File: config.mk
export PLATFORM = sky130hd
export DESIGN_NAME = daisy_dev_flat
export DESIGN_NICKNAME = d
export VERILOG_FILES = /design/src/hdl/daisy_pkg.sv /design/src/hdl/daisy_link_if.sv /design/src/hdl/daisy_dev.sv /design/src/flat_wrapper.sv
export SDC_FILE = /design/constraint.sdc
export NUM_CORES = 1
export LEC_CHECK = 0
export BUFFER_PORTS_ARGS = -buffer_cell sky130_fd_sc_hd__buf_2
export CAP_MARGIN = 20
export CORE_MARGIN = 1.5
export CORE_UTILIZATION = 40
export CTS_CLUSTER_SIZE = 10
export DETAILED_ROUTE_END_ITERATION = 10
export HOLD_SLACK_MARGIN = 0.03
export SLEW_MARGIN = 25
export SYNTH_ARGS = -nofsm -noshare
export SYNTH_HDL_FRONTEND = slang
export SYNTH_SLANG_ARGS = --single-unit
File: constraint.sdc
create_clock -name core_clk_i -period 6.8 [get_ports core_clk_i]
set_input_delay 1.36 -clock core_clk_i [delete_from_list [all_inputs] [get_ports core_clk_i]]
set_output_delay 1.36 -clock core_clk_i [all_outputs]
set_load 0.05 [all_outputs]
File: src/hdl/daisy_pkg.sv
`default_nettype none
package daisy_pkg;
  // ==========================================================
  // Command and packet bytes
  localparam logic [7:0] BCAST_WR_CMD = 8'h02;
  localparam logic [7:0] BCAST_RD_CMD = 8'h03;
  localparam logic [2:0] ADDR_WR_TAG = 3'h4;
  localparam logic [7:0] FILL_EVEN = 8'hC2;
  localparam logic [7:0] FILL_ODD = 8'hD3;
  localparam logic [7:0] DATA_CHECK = 8'h00;
  localparam logic [7:0] PEC_POLY = 8'hA6;
  localparam logic [7:0] PEC_SEED = 8'h00;
  // ==========================================================
  // Byte positions counted from the first byte after the preamble
  localparam logic [7:0] IDX_CMD = 8'h00;
  localparam logic [7:0] IDX_REG = 8'h01;
  localparam logic [7:0] IDX_LO = 8'h02;
  localparam logic [7:0] IDX_HI = 8'h03;
  localparam logic [7:0] WR_PEC_IDX = 8'h04;
  localparam logic [7:0] RD_PEC_BASE = 8'h03;
  localparam logic [7:0] INSERT_SHIFT = 8'h02;
  // ==========================================================
  // Host byte pacing
  localparam int CLK_PERIOD_NS = 100;
  localparam int BYTE_TIME_NS = 5000;
  localparam logic [7:0] BYTE_CYCLES = 8'(BYTE_TIME_NS / CLK_PERIOD_NS);
  // ==========================================================
  // Host register map (byte addresses)
  localparam logic [7:0] OFS_CTRL = 8'h00;
  localparam logic [7:0] OFS_TARGET = 8'h04;
  localparam logic [7:0] OFS_REGADDR = 8'h08;
  localparam logic [7:0] OFS_WDATA = 8'h0C;
  localparam logic [7:0] OFS_DEVCNT = 8'h10;
  localparam logic [7:0] OFS_STATUS = 8'h14;
  localparam logic [7:0] OFS_RXIDX = 8'h18;
  localparam logic [7:0] OFS_RXBYTE = 8'h1C;
  localparam int RX_DEPTH = 16;
  // Host command kinds held in CTRL[2:1].
  localparam logic [1:0] KIND_BWR = 2'h0;
  localparam logic [1:0] KIND_AWR = 2'h1;
  localparam logic [1:0] KIND_BRD = 2'h2;

  typedef enum logic [1:0] {
    ST_IDLE = 2'b00,
    ST_WRITE = 2'b01,
    ST_READ = 2'b10,
    ST_PASS = 2'b11
  } dev_state_e;

  typedef enum logic [1:0] {
    H_IDLE = 2'b00,
    H_PRE = 2'b01,
    H_BYTES = 2'b10,
    H_STOP = 2'b11
  } host_state_e;

  // One byte of the packet check, most significant bit first.
  function automatic logic [7:0] pec_step(input logic [7:0] crc,
                                          input logic [7:0] b);
    logic [7:0] c;
    c = crc ^ b;
    for (int i = 0; i < 8; i++)
    begin
      c = c[7] ? ((c << 1) ^ PEC_POLY) : (c << 1);
    end
    return c;
  endfunction

  // Position of the check byte in a read packet entering a device
  // that has the given number of devices between it and the host.
  function automatic logic [7:0] rd_pec_idx(input logic [5:0] depth);
    return RD_PEC_BASE + {1'b0, depth, 1'b0};
  endfunction
endpackage
`default_nettype wire

File: src/hdl/daisy_link_if.sv
`timescale 1ns/10ps
`default_nettype none
interface daisy_link_if;
  // Host towards device.
  logic h2d_pre;
  logic h2d_vld;
  logic [7:0] h2d_dat;
  logic h2d_cerr;
  logic h2d_stp;
  // Device towards host.
  logic d2h_pre;
  logic d2h_vld;
  logic [7:0] d2h_dat;
  logic d2h_cerr;
  logic d2h_stp;

  modport dev_mp (
    input h2d_pre, h2d_vld, h2d_dat, h2d_cerr, h2d_stp,
    output d2h_pre, d2h_vld, d2h_dat, d2h_cerr, d2h_stp
  );
  modport host_mp (
    output h2d_pre, h2d_vld, h2d_dat, h2d_cerr, h2d_stp,
    input d2h_pre, d2h_vld, d2h_dat, d2h_cerr, d2h_stp
  );
endinterface
`default_nettype wire

File: src/hdl/daisy_dev.sv
// Contract
// - broadcast write 02h loads 16-bit value
// - unknown register address: payload ignored
// - write on good check, or at stop
// - bad check: no write, still forward
// - check covers four bytes after preamble
// - bad check sets path and summary flags
// - single link: up flag; dual: by path
// - write packet layout, forwarded unchanged
// - addressed write: own address plus 100b
// - only addressed device flags addressed writes
// - alive byte present only when enabled
// - broadcast read 03h collects every device
// - read check error flagged, packet forwarded
// - coding error: switch to pass-through
// - host read packet with alternating fills
// - insert own data after address, drop fills
// - read length constant along chain
// - first device data reaches host last
// - depth from top, bottom, own addresses
// - host fills alternate, order kept
//
// The placing of the registers and the address-and-strobe port are this design's own decisions.
`timescale 1ns/10ps
`default_nettype none
module daisy_dev (
  // Clock and reset
  input wire logic core_clk_i,
  input wire logic sys_rst_i,
  // Link
  daisy_link_if.dev_mp link,
  // Configuration
  input wire logic [4:0] own_device_addr_i,
  input wire logic [4:0] top_addr_i,
  input wire logic [4:0] bottom_addr_i,
  input wire logic dual_link_i,
  input wire logic down_path_i,
  input wire logic crc_check_disable_i,
  // Register file access
  output logic reg_wr_o,
  output logic [7:0] reg_addr_o,
  output logic [15:0] reg_wdata_o,
  input wire logic reg_exists_i,
  input wire logic [15:0] reg_rdata_i,
  // Status flags
  input wire logic [2:0] flag_clr_i,
  output logic crc_err_up_flag_o,
  output logic crc_err_down_flag_o,
  output logic crc_err_summary_flag_o
);
  daisy_pkg::dev_state_e state;
  logic [7:0] idx;
  logic [7:0] crc_rx;
  logic [7:0] crc_tx;
  logic [7:0] lo_byte;
  logic [7:0] own_hi;
  logic [7:0] dly0;
  logic [7:0] dly1;
  logic [5:0] depth;
  logic [7:0] pec_in_idx;
  logic [7:0] pec_out_idx;
  logic [7:0] next_tx;
  logic crc_bad;
  logic set_err;
  logic in_byte;

  // ==========================================================
  // Position decode
  assign in_byte = link.h2d_vld;
  // Devices already passed by a read decide where the check sits.
  always_comb
  begin
    if (down_path_i)
      depth = {1'b0, top_addr_i - own_device_addr_i};
    else
      depth = {1'b0, own_device_addr_i - bottom_addr_i};
  end
  assign pec_in_idx = (state == daisy_pkg::ST_READ) ?
                      daisy_pkg::rd_pec_idx(depth) :
                      daisy_pkg::WR_PEC_IDX;
  assign pec_out_idx = pec_in_idx + daisy_pkg::INSERT_SHIFT;
  assign crc_bad = link.h2d_dat != crc_rx;
  assign set_err = in_byte && idx == pec_in_idx && crc_bad &&
                   !crc_check_disable_i &&
                   (state == daisy_pkg::ST_WRITE ||
                    state == daisy_pkg::ST_READ);

  // ==========================================================
  // Outgoing byte selection
  always_comb
  begin
    next_tx = link.h2d_dat;
    if (state == daisy_pkg::ST_READ && !link.h2d_cerr)
    begin
      if (idx == daisy_pkg::IDX_LO)
        next_tx = reg_exists_i ? reg_rdata_i[7:0] : 8'h00;
      else if (idx == daisy_pkg::IDX_HI)
        next_tx = own_hi;
      else if (idx == pec_out_idx)
        next_tx = crc_tx;
      else if (idx > daisy_pkg::IDX_HI)
        next_tx = dly1;
    end
  end

  // ==========================================================
  // Packet state
  always_ff @(posedge core_clk_i)
  begin
    if (sys_rst_i || link.h2d_pre || link.h2d_stp)
      state <= daisy_pkg::ST_IDLE;
    else if (in_byte && idx == daisy_pkg::IDX_CMD)
    begin
      if (link.h2d_dat == daisy_pkg::BCAST_WR_CMD)
        state <= daisy_pkg::ST_WRITE;
      else if (link.h2d_dat == daisy_pkg::BCAST_RD_CMD)
        state <= daisy_pkg::ST_READ;
      else if (link.h2d_dat[2:0] == daisy_pkg::ADDR_WR_TAG &&
               link.h2d_dat[7:3] == own_device_addr_i)
        state <= daisy_pkg::ST_WRITE;
      else
        state <= daisy_pkg::ST_PASS;
    end
    else if (in_byte && link.h2d_cerr &&
             state == daisy_pkg::ST_READ)
      state <= daisy_pkg::ST_PASS;
  end

  always_ff @(posedge core_clk_i)
  begin
    if (sys_rst_i || link.h2d_pre)
      idx <= 8'h00;
    else if (in_byte && idx != 8'hFF)
      idx <= idx + 8'h01;
  end

  // ==========================================================
  // Check byte accumulation
  always_ff @(posedge core_clk_i)
  begin
    if (sys_rst_i || link.h2d_pre)
      crc_rx <= daisy_pkg::PEC_SEED;
    else if (in_byte && idx < pec_in_idx)
      crc_rx <= daisy_pkg::pec_step(crc_rx, link.h2d_dat);
  end

  always_ff @(posedge core_clk_i)
  begin
    if (sys_rst_i || link.h2d_pre)
      crc_tx <= daisy_pkg::PEC_SEED;
    else if (in_byte && idx < pec_out_idx)
      crc_tx <= daisy_pkg::pec_step(crc_tx, next_tx);
  end

  // ==========================================================
  // Two-byte delay that makes room for the inserted data
  always_ff @(posedge core_clk_i)
  begin
    if (sys_rst_i)
    begin
      dly0 <= 8'h00;
      dly1 <= 8'h00;
      own_hi <= 8'h00;
    end
    else if (in_byte)
    begin
      dly0 <= link.h2d_dat;
      dly1 <= dly0;
      if (idx == daisy_pkg::IDX_LO)
        own_hi <= reg_exists_i ? reg_rdata_i[15:8] : 8'h00;
    end
  end

  // ==========================================================
  // Register write path
  always_ff @(posedge core_clk_i)
  begin
    if (sys_rst_i)
    begin
      reg_addr_o <= 8'h00;
      lo_byte <= 8'h00;
      reg_wdata_o <= 16'h0000;
    end
    else if (in_byte && state != daisy_pkg::ST_PASS)
    begin
      if (idx == daisy_pkg::IDX_REG)
        reg_addr_o <= link.h2d_dat;
      if (idx == daisy_pkg::IDX_LO)
        lo_byte <= link.h2d_dat;
      if (idx == daisy_pkg::IDX_HI && state == daisy_pkg::ST_WRITE)
        reg_wdata_o <= {link.h2d_dat, lo_byte};
    end
  end

  // Without checking, the write waits for the stop of a packet that
  // reached at least its check byte; the alive byte is not needed.
  always_ff @(posedge core_clk_i)
  begin
    if (sys_rst_i)
      reg_wr_o <= 1'b0;
    else if (state != daisy_pkg::ST_WRITE || !reg_exists_i)
      reg_wr_o <= 1'b0;
    else if (crc_check_disable_i)
      reg_wr_o <= link.h2d_stp && idx > daisy_pkg::WR_PEC_IDX;
    else
      reg_wr_o <= in_byte && idx == daisy_pkg::WR_PEC_IDX &&
                  !crc_bad;
  end

  // ==========================================================
  // Status flags; a new error wins over a clear in the same cycle
  always_ff @(posedge core_clk_i)
  begin
    if (sys_rst_i)
    begin
      crc_err_up_flag_o <= 1'b0;
      crc_err_down_flag_o <= 1'b0;
      crc_err_summary_flag_o <= 1'b0;
    end
    else
    begin
      if (set_err && !(dual_link_i && down_path_i))
        crc_err_up_flag_o <= 1'b1;
      else if (flag_clr_i[0])
        crc_err_up_flag_o <= 1'b0;
      if (set_err && dual_link_i && down_path_i)
        crc_err_down_flag_o <= 1'b1;
      else if (flag_clr_i[1])
        crc_err_down_flag_o <= 1'b0;
      if (set_err)
        crc_err_summary_flag_o <= 1'b1;
      else if (flag_clr_i[2])
        crc_err_summary_flag_o <= 1'b0;
    end
  end

  // ==========================================================
  // Retransmission, one cycle behind the received byte
  always_ff @(posedge core_clk_i)
  begin
    if (sys_rst_i)
    begin
      link.d2h_pre <= 1'b0;
      link.d2h_vld <= 1'b0;
      link.d2h_dat <= 8'h00;
      link.d2h_cerr <= 1'b0;
      link.d2h_stp <= 1'b0;
    end
    else
    begin
      link.d2h_pre <= link.h2d_pre;
      link.d2h_vld <= in_byte;
      link.d2h_cerr <= in_byte && link.h2d_cerr;
      link.d2h_stp <= link.h2d_stp;
      if (in_byte)
        link.d2h_dat <= next_tx;
    end
  end
endmodule
`default_nettype wire

File: src/flat_wrapper.sv
// flat-port wrapper written by rule: the top's interface ports become plain ports
module daisy_dev_flat 
  (core_clk_i, sys_rst_i, own_device_addr_i, top_addr_i, bottom_addr_i, dual_link_i, down_path_i, crc_check_disable_i, reg_wr_o, reg_addr_o, reg_wdata_o, reg_exists_i, reg_rdata_i, flag_clr_i, crc_err_up_flag_o, crc_err_down_flag_o, crc_err_summary_flag_o, link_h2d_pre, link_h2d_vld, link_h2d_dat, link_h2d_cerr, link_h2d_stp, link_d2h_pre, link_d2h_vld, link_d2h_dat, link_d2h_cerr, link_d2h_stp);
  daisy_link_if link_i ();
  input wire logic core_clk_i;
  input wire logic sys_rst_i;
  input wire logic [4:0] own_device_addr_i;
  input wire logic [4:0] top_addr_i;
  input wire logic [4:0] bottom_addr_i;
  input wire logic dual_link_i;
  input wire logic down_path_i;
  input wire logic crc_check_disable_i;
  output logic reg_wr_o;
  output logic [7:0] reg_addr_o;
  output logic [15:0] reg_wdata_o;
  input wire logic reg_exists_i;
  input wire logic [15:0] reg_rdata_i;
  input wire logic [2:0] flag_clr_i;
  output logic crc_err_up_flag_o;
  output logic crc_err_down_flag_o;
  output logic crc_err_summary_flag_o;
  input wire logic [$bits(link_i.h2d_pre)-1:0] link_h2d_pre;
  input wire logic [$bits(link_i.h2d_vld)-1:0] link_h2d_vld;
  input wire logic [$bits(link_i.h2d_dat)-1:0] link_h2d_dat;
  input wire logic [$bits(link_i.h2d_cerr)-1:0] link_h2d_cerr;
  input wire logic [$bits(link_i.h2d_stp)-1:0] link_h2d_stp;
  output wire logic [$bits(link_i.d2h_pre)-1:0] link_d2h_pre;
  output wire logic [$bits(link_i.d2h_vld)-1:0] link_d2h_vld;
  output wire logic [$bits(link_i.d2h_dat)-1:0] link_d2h_dat;
  output wire logic [$bits(link_i.d2h_cerr)-1:0] link_d2h_cerr;
  output wire logic [$bits(link_i.d2h_stp)-1:0] link_d2h_stp;
  assign link_i.h2d_pre = link_h2d_pre;
  assign link_i.h2d_vld = link_h2d_vld;
  assign link_i.h2d_dat = link_h2d_dat;
  assign link_i.h2d_cerr = link_h2d_cerr;
  assign link_i.h2d_stp = link_h2d_stp;
  assign link_d2h_pre = link_i.d2h_pre;
  assign link_d2h_vld = link_i.d2h_vld;
  assign link_d2h_dat = link_i.d2h_dat;
  assign link_d2h_cerr = link_i.d2h_cerr;
  assign link_d2h_stp = link_i.d2h_stp;
  daisy_dev u_core (.core_clk_i(core_clk_i), .sys_rst_i(sys_rst_i), .link(link_i), .own_device_addr_i(own_device_addr_i), .top_addr_i(top_addr_i), .bottom_addr_i(bottom_addr_i), .dual_link_i(dual_link_i), .down_path_i(down_path_i), .crc_check_disable_i(crc_check_disable_i), .reg_wr_o(reg_wr_o), .reg_addr_o(reg_addr_o), .reg_wdata_o(reg_wdata_o), .reg_exists_i(reg_exists_i), .reg_rdata_i(reg_rdata_i), .flag_clr_i(flag_clr_i), .crc_err_up_flag_o(crc_err_up_flag_o), .crc_err_down_flag_o(crc_err_down_flag_o), .crc_err_summary_flag_o(crc_err_summary_flag_o));
endmodule
==> flow_summary.json <==
{
  "hold_path_depth": 2,
  "cts-buffers-inserted": 9,
  "unrepaired_setup_endpoints_after_global_routing": "no",
  "timing.critical_path.arrival_ps": 6000,
  "fmax_ghz": 0.175,
  "finalSetupViolations": 0,
  "share_of_final_layout_standard_cells_stronger_than_drive_strength_1_pct": 17.8,
  "grt_pass1_wl_mm": 26.5,
  "regToRegStartpoint": "u_core.state[1]",
  "detailedPlacementHpwl_mm": 11.7,
  "gp_routability_congestion": 0.878,
  "maximum_number_of_pins_on_one_net_before_global_route_repair": 75,
  "finClkSkew_ps": 8.01,
  "synth_top_flop_cell": "dfxtp_1",
  "worstPathMaxFanout": 9,
  "gr-usage-all-layers_pct": 21.0,
  "grt_antenna_before_repair": 0,
  "drv_cap": 0,
  "max_stage_delay_ps": 430,
  "die_height_um": 125,
  "grtUsageMet2_pct": 35.6,
  "critical_path.startpoint_type": "input port",
  "setup_total_negative_slack_ps": 0,
  "route.vias.total": 5280,
  "final_nets": 857,
  "groute.layer.met3.usage_pct": 4.94,
  "clock_tree.htree_level_count": 3,
  "total_power_mw": 1.60,
  "synth_cells": 714,
  "synthArstFlopShare_pct": 0,
  "drtIter0Drc": 432,
  "vias_in_the_first_global_route": 5243,
  "finalWorstPathRequiredPeriod_ps": 5730,
  "finalMaxSlewViolations": 0,
  "drt-pass1-iter-count": 5,
  "floorplan.die_area_um2": 15600,
  "area.growth.synth_to_final_pct": 13.2,
  "number_of_enable_flip_flop_cells_after_synthesis": 0,
  "synthesis.area_um2": 5920,
  "critPathCaptureType": "flip-flop",
  "cts.repair.resized": 0,
  "cts_tree": "done",
  "insertedDiodeCount": 0,
  "groute.layer.met1.usage_pct": 26.6,
  "totalWireLength_mm": 16.1,
  "final.period_utilization_pct": 84.2,
  "max_slew_margin_pct": 47.2,
  "tightest_slew_ps": 793,
  "route.antenna.remaining_nets": 0,
  "cts.repair_timing.setup_buffer_count": 0,
  "drc_errors": 0,
  "path_class": "in2reg",
  "synth_seq_cells": 96,
  "final_cell_count_no_fill": 959,
  "hold_path_startpoint": "u_core.lo_byte[5]",
  "path_clk_slew_ps": 70,
  "numPlacedInstances": 943,
  "yosys_warnings": 0,
  "critical_path.cell_chain": "buf_2 -> inv_1 -> ha_1 -> fa_1 -> xnor2_1 -> nor2_1 -> a21oi_1 -> xor2_1 -> and2_1 -> and3_1 -> and3_1 -> a21boi_0 -> ha_1 -> nand4_2 -> or2_0 -> a31oi_2 -> or3b_1 -> o211ai_2 -> xnor2_1 -> xnor2_2 -> or3b_1 -> o221ai_1",
  "leakagePower_nw": 2.82,
  "gr-max-usage-layer": "met2",
  "post_drt_wl_per_cell_um": 16.8,
  "hold_end": "u_core.reg_wdata_o[5]",
  "layout_commonest_cell": "dfxtp_1",
  "post_synth.cell_area_avg_um2": 8.30,
  "synth.distinct_cells": 80,
  "clock-sinks": 96,
  "hold_viol_final": 0,
  "leading_cell_types_in_the_layout_fill_and_taps_excluded": "96 x dfxtp_1, 91 x buf_2, 82 x nand2_1",
  "synth.yosys.seq_area_share_pct": 32.4,
  "required_ps": 7070,
  "ir_worst_vdd_mv": 0.172,
  "clkLatencyLatePin_ps": 350,
  "cts_buffer_depth": 2,
  "critical_path.startpoint": "own_device_addr_i[0]",
  "root_buffer_master": "clkbuf_16",
  "drt-vias-per-instance": 5.51,
  "critical_path_s_slowest_cell": "or2_0",
  "holdBufCountCts": 0,
  "total_power_density_per_cell_area_nw_per_um2": 239,
  "worstReg2RegEnd": "u_core.crc_tx[5]",
  "post_synth_net_total": 801,
  "core_area_um2": 14500,
  "r2r_setup_slack_ps": 2520,
  "hold_path.class": "reg2reg",
  "status": "finished clean",
  "die_w_um": 125,
  "num_io_pins": 92,
  "num_rows": 44,
  "grt_remaining_overflow": 0,
  "initial_utilization_pct": 40.9,
  "io_buffer_count": 91,
  "reg2regPathDepth": 15
}
-- through the flow --
stage	hold WS, ps	instance area, µm²	utilization, %	setup WS, ps
after floorplan	428	5920	-	1340
after global placement	438	6410	44.3	895
after detailed placement	445	6410	44.3	691
after CTS	454	6700	46.3	1070
after global routing	475	6710	46.3	708
final	448	6710	46.3	1070
-- final cells by class --
type	instances	area, µm²
inverters	30	113
fillers	1454	7770
clock buffers	11	233
flip-flops and latches	96	1920
well taps	184	230
multi-input cells	540	3680
repair buffers	93	470
clock inverters	5	63.8
-- layer usage --
layer  routed length [µm]  vias up
met1                 7120     2512
met4                  299        0
met2                 7650      173
met3                 1000       21
met5                    0        -
li1                     -     2574
-- flip-flops by register name, summed over array words and instances (netlist names), 2 cells and up --
register and flops:
u_core.lo_byte 8, u_core.dly1 8, u_core.reg_wdata_o 16, u_core.crc_rx 7
u_core.reg_addr_o 8, u_core.link.d2h_dat 8, u_core.crc_tx 7, u_core.state 2
u_core.dly0 8, u_core.own_hi 8, u_core.idx 8
-- worst max-delay path: cells and delay by family --
family | cells | cell delay [ps]
AND/OR/NAND/NOR | 8 | 2000
adder cells (fa/ha/maj) | 3 | 950
AO/OA/AOI/OAI | 5 | 810
XOR/XNOR | 4 | 740
buffers and inverters | 2 | 150
-- report_power, final --
part / switching (mW) / leakage, nW / internal (mW) / total (mW)
sequential: 0.0209 / 0.780 / 0.590 / 0.611
clock: 0.235 / 0.141 / 0.290 / 0.525
combinational: 0.258 / 1.90 / 0.210 / 0.468
total: 0.515 / 2.82 / 1.09 / 1.60
-- synth_stat cells, types with 5 or more instances --
cell type  number  share of area, %
a21o_1          9               1.1
buf_1           5              0.32
xor2_1         23               3.4
inv_1          30               1.9
a21oi_1        65               5.5
xnor2_1        41               6.1
nor3_1          7              0.59
and3_1         10               1.1
nand2b_1        6              0.63
o21ai_0        20               1.7
clkbuf_1       30               1.9
dfxtp_1        96                32
nand2_1        82               5.2
ha_1           33               7.0
nand4_1         7              0.74
nor2b_1         7              0.74
mux2i_1        30               5.1
a211oi_1       10               1.3
o211ai_1        5              0.63
and2_1          5              0.53
buf_2           9              0.76
nor2_1         59               3.7
nand3_1        37               3.1
-- how the worst max path moves through the flow --
stage	end	slack, ps	depth (start not counted)
after CTS	u_core.crc_tx[5]	1070	22
final	u_core.crc_tx[5]	1070	22
after global routing	u_core.crc_tx[5]	710	22
after detailed placement	u_core.crc_tx[5]	690	22
after floorplan	u_core.crc_tx[5]	1340	22
after global placement	u_core.crc_tx[5]	900	22
-- cells by family after synthesis --
logic type	Yosys count	synth area share (%)
fa+ha+maj	35	7.65
flops	96	32.4
other cells	1	0.0633
simple gates	253	21.4
compound gates	153	17.3
mux	30	5.07
xor+xnor	68	10.6
buf+inv	78	5.58
No activity file was read; power rests on OpenSTA's default activity.
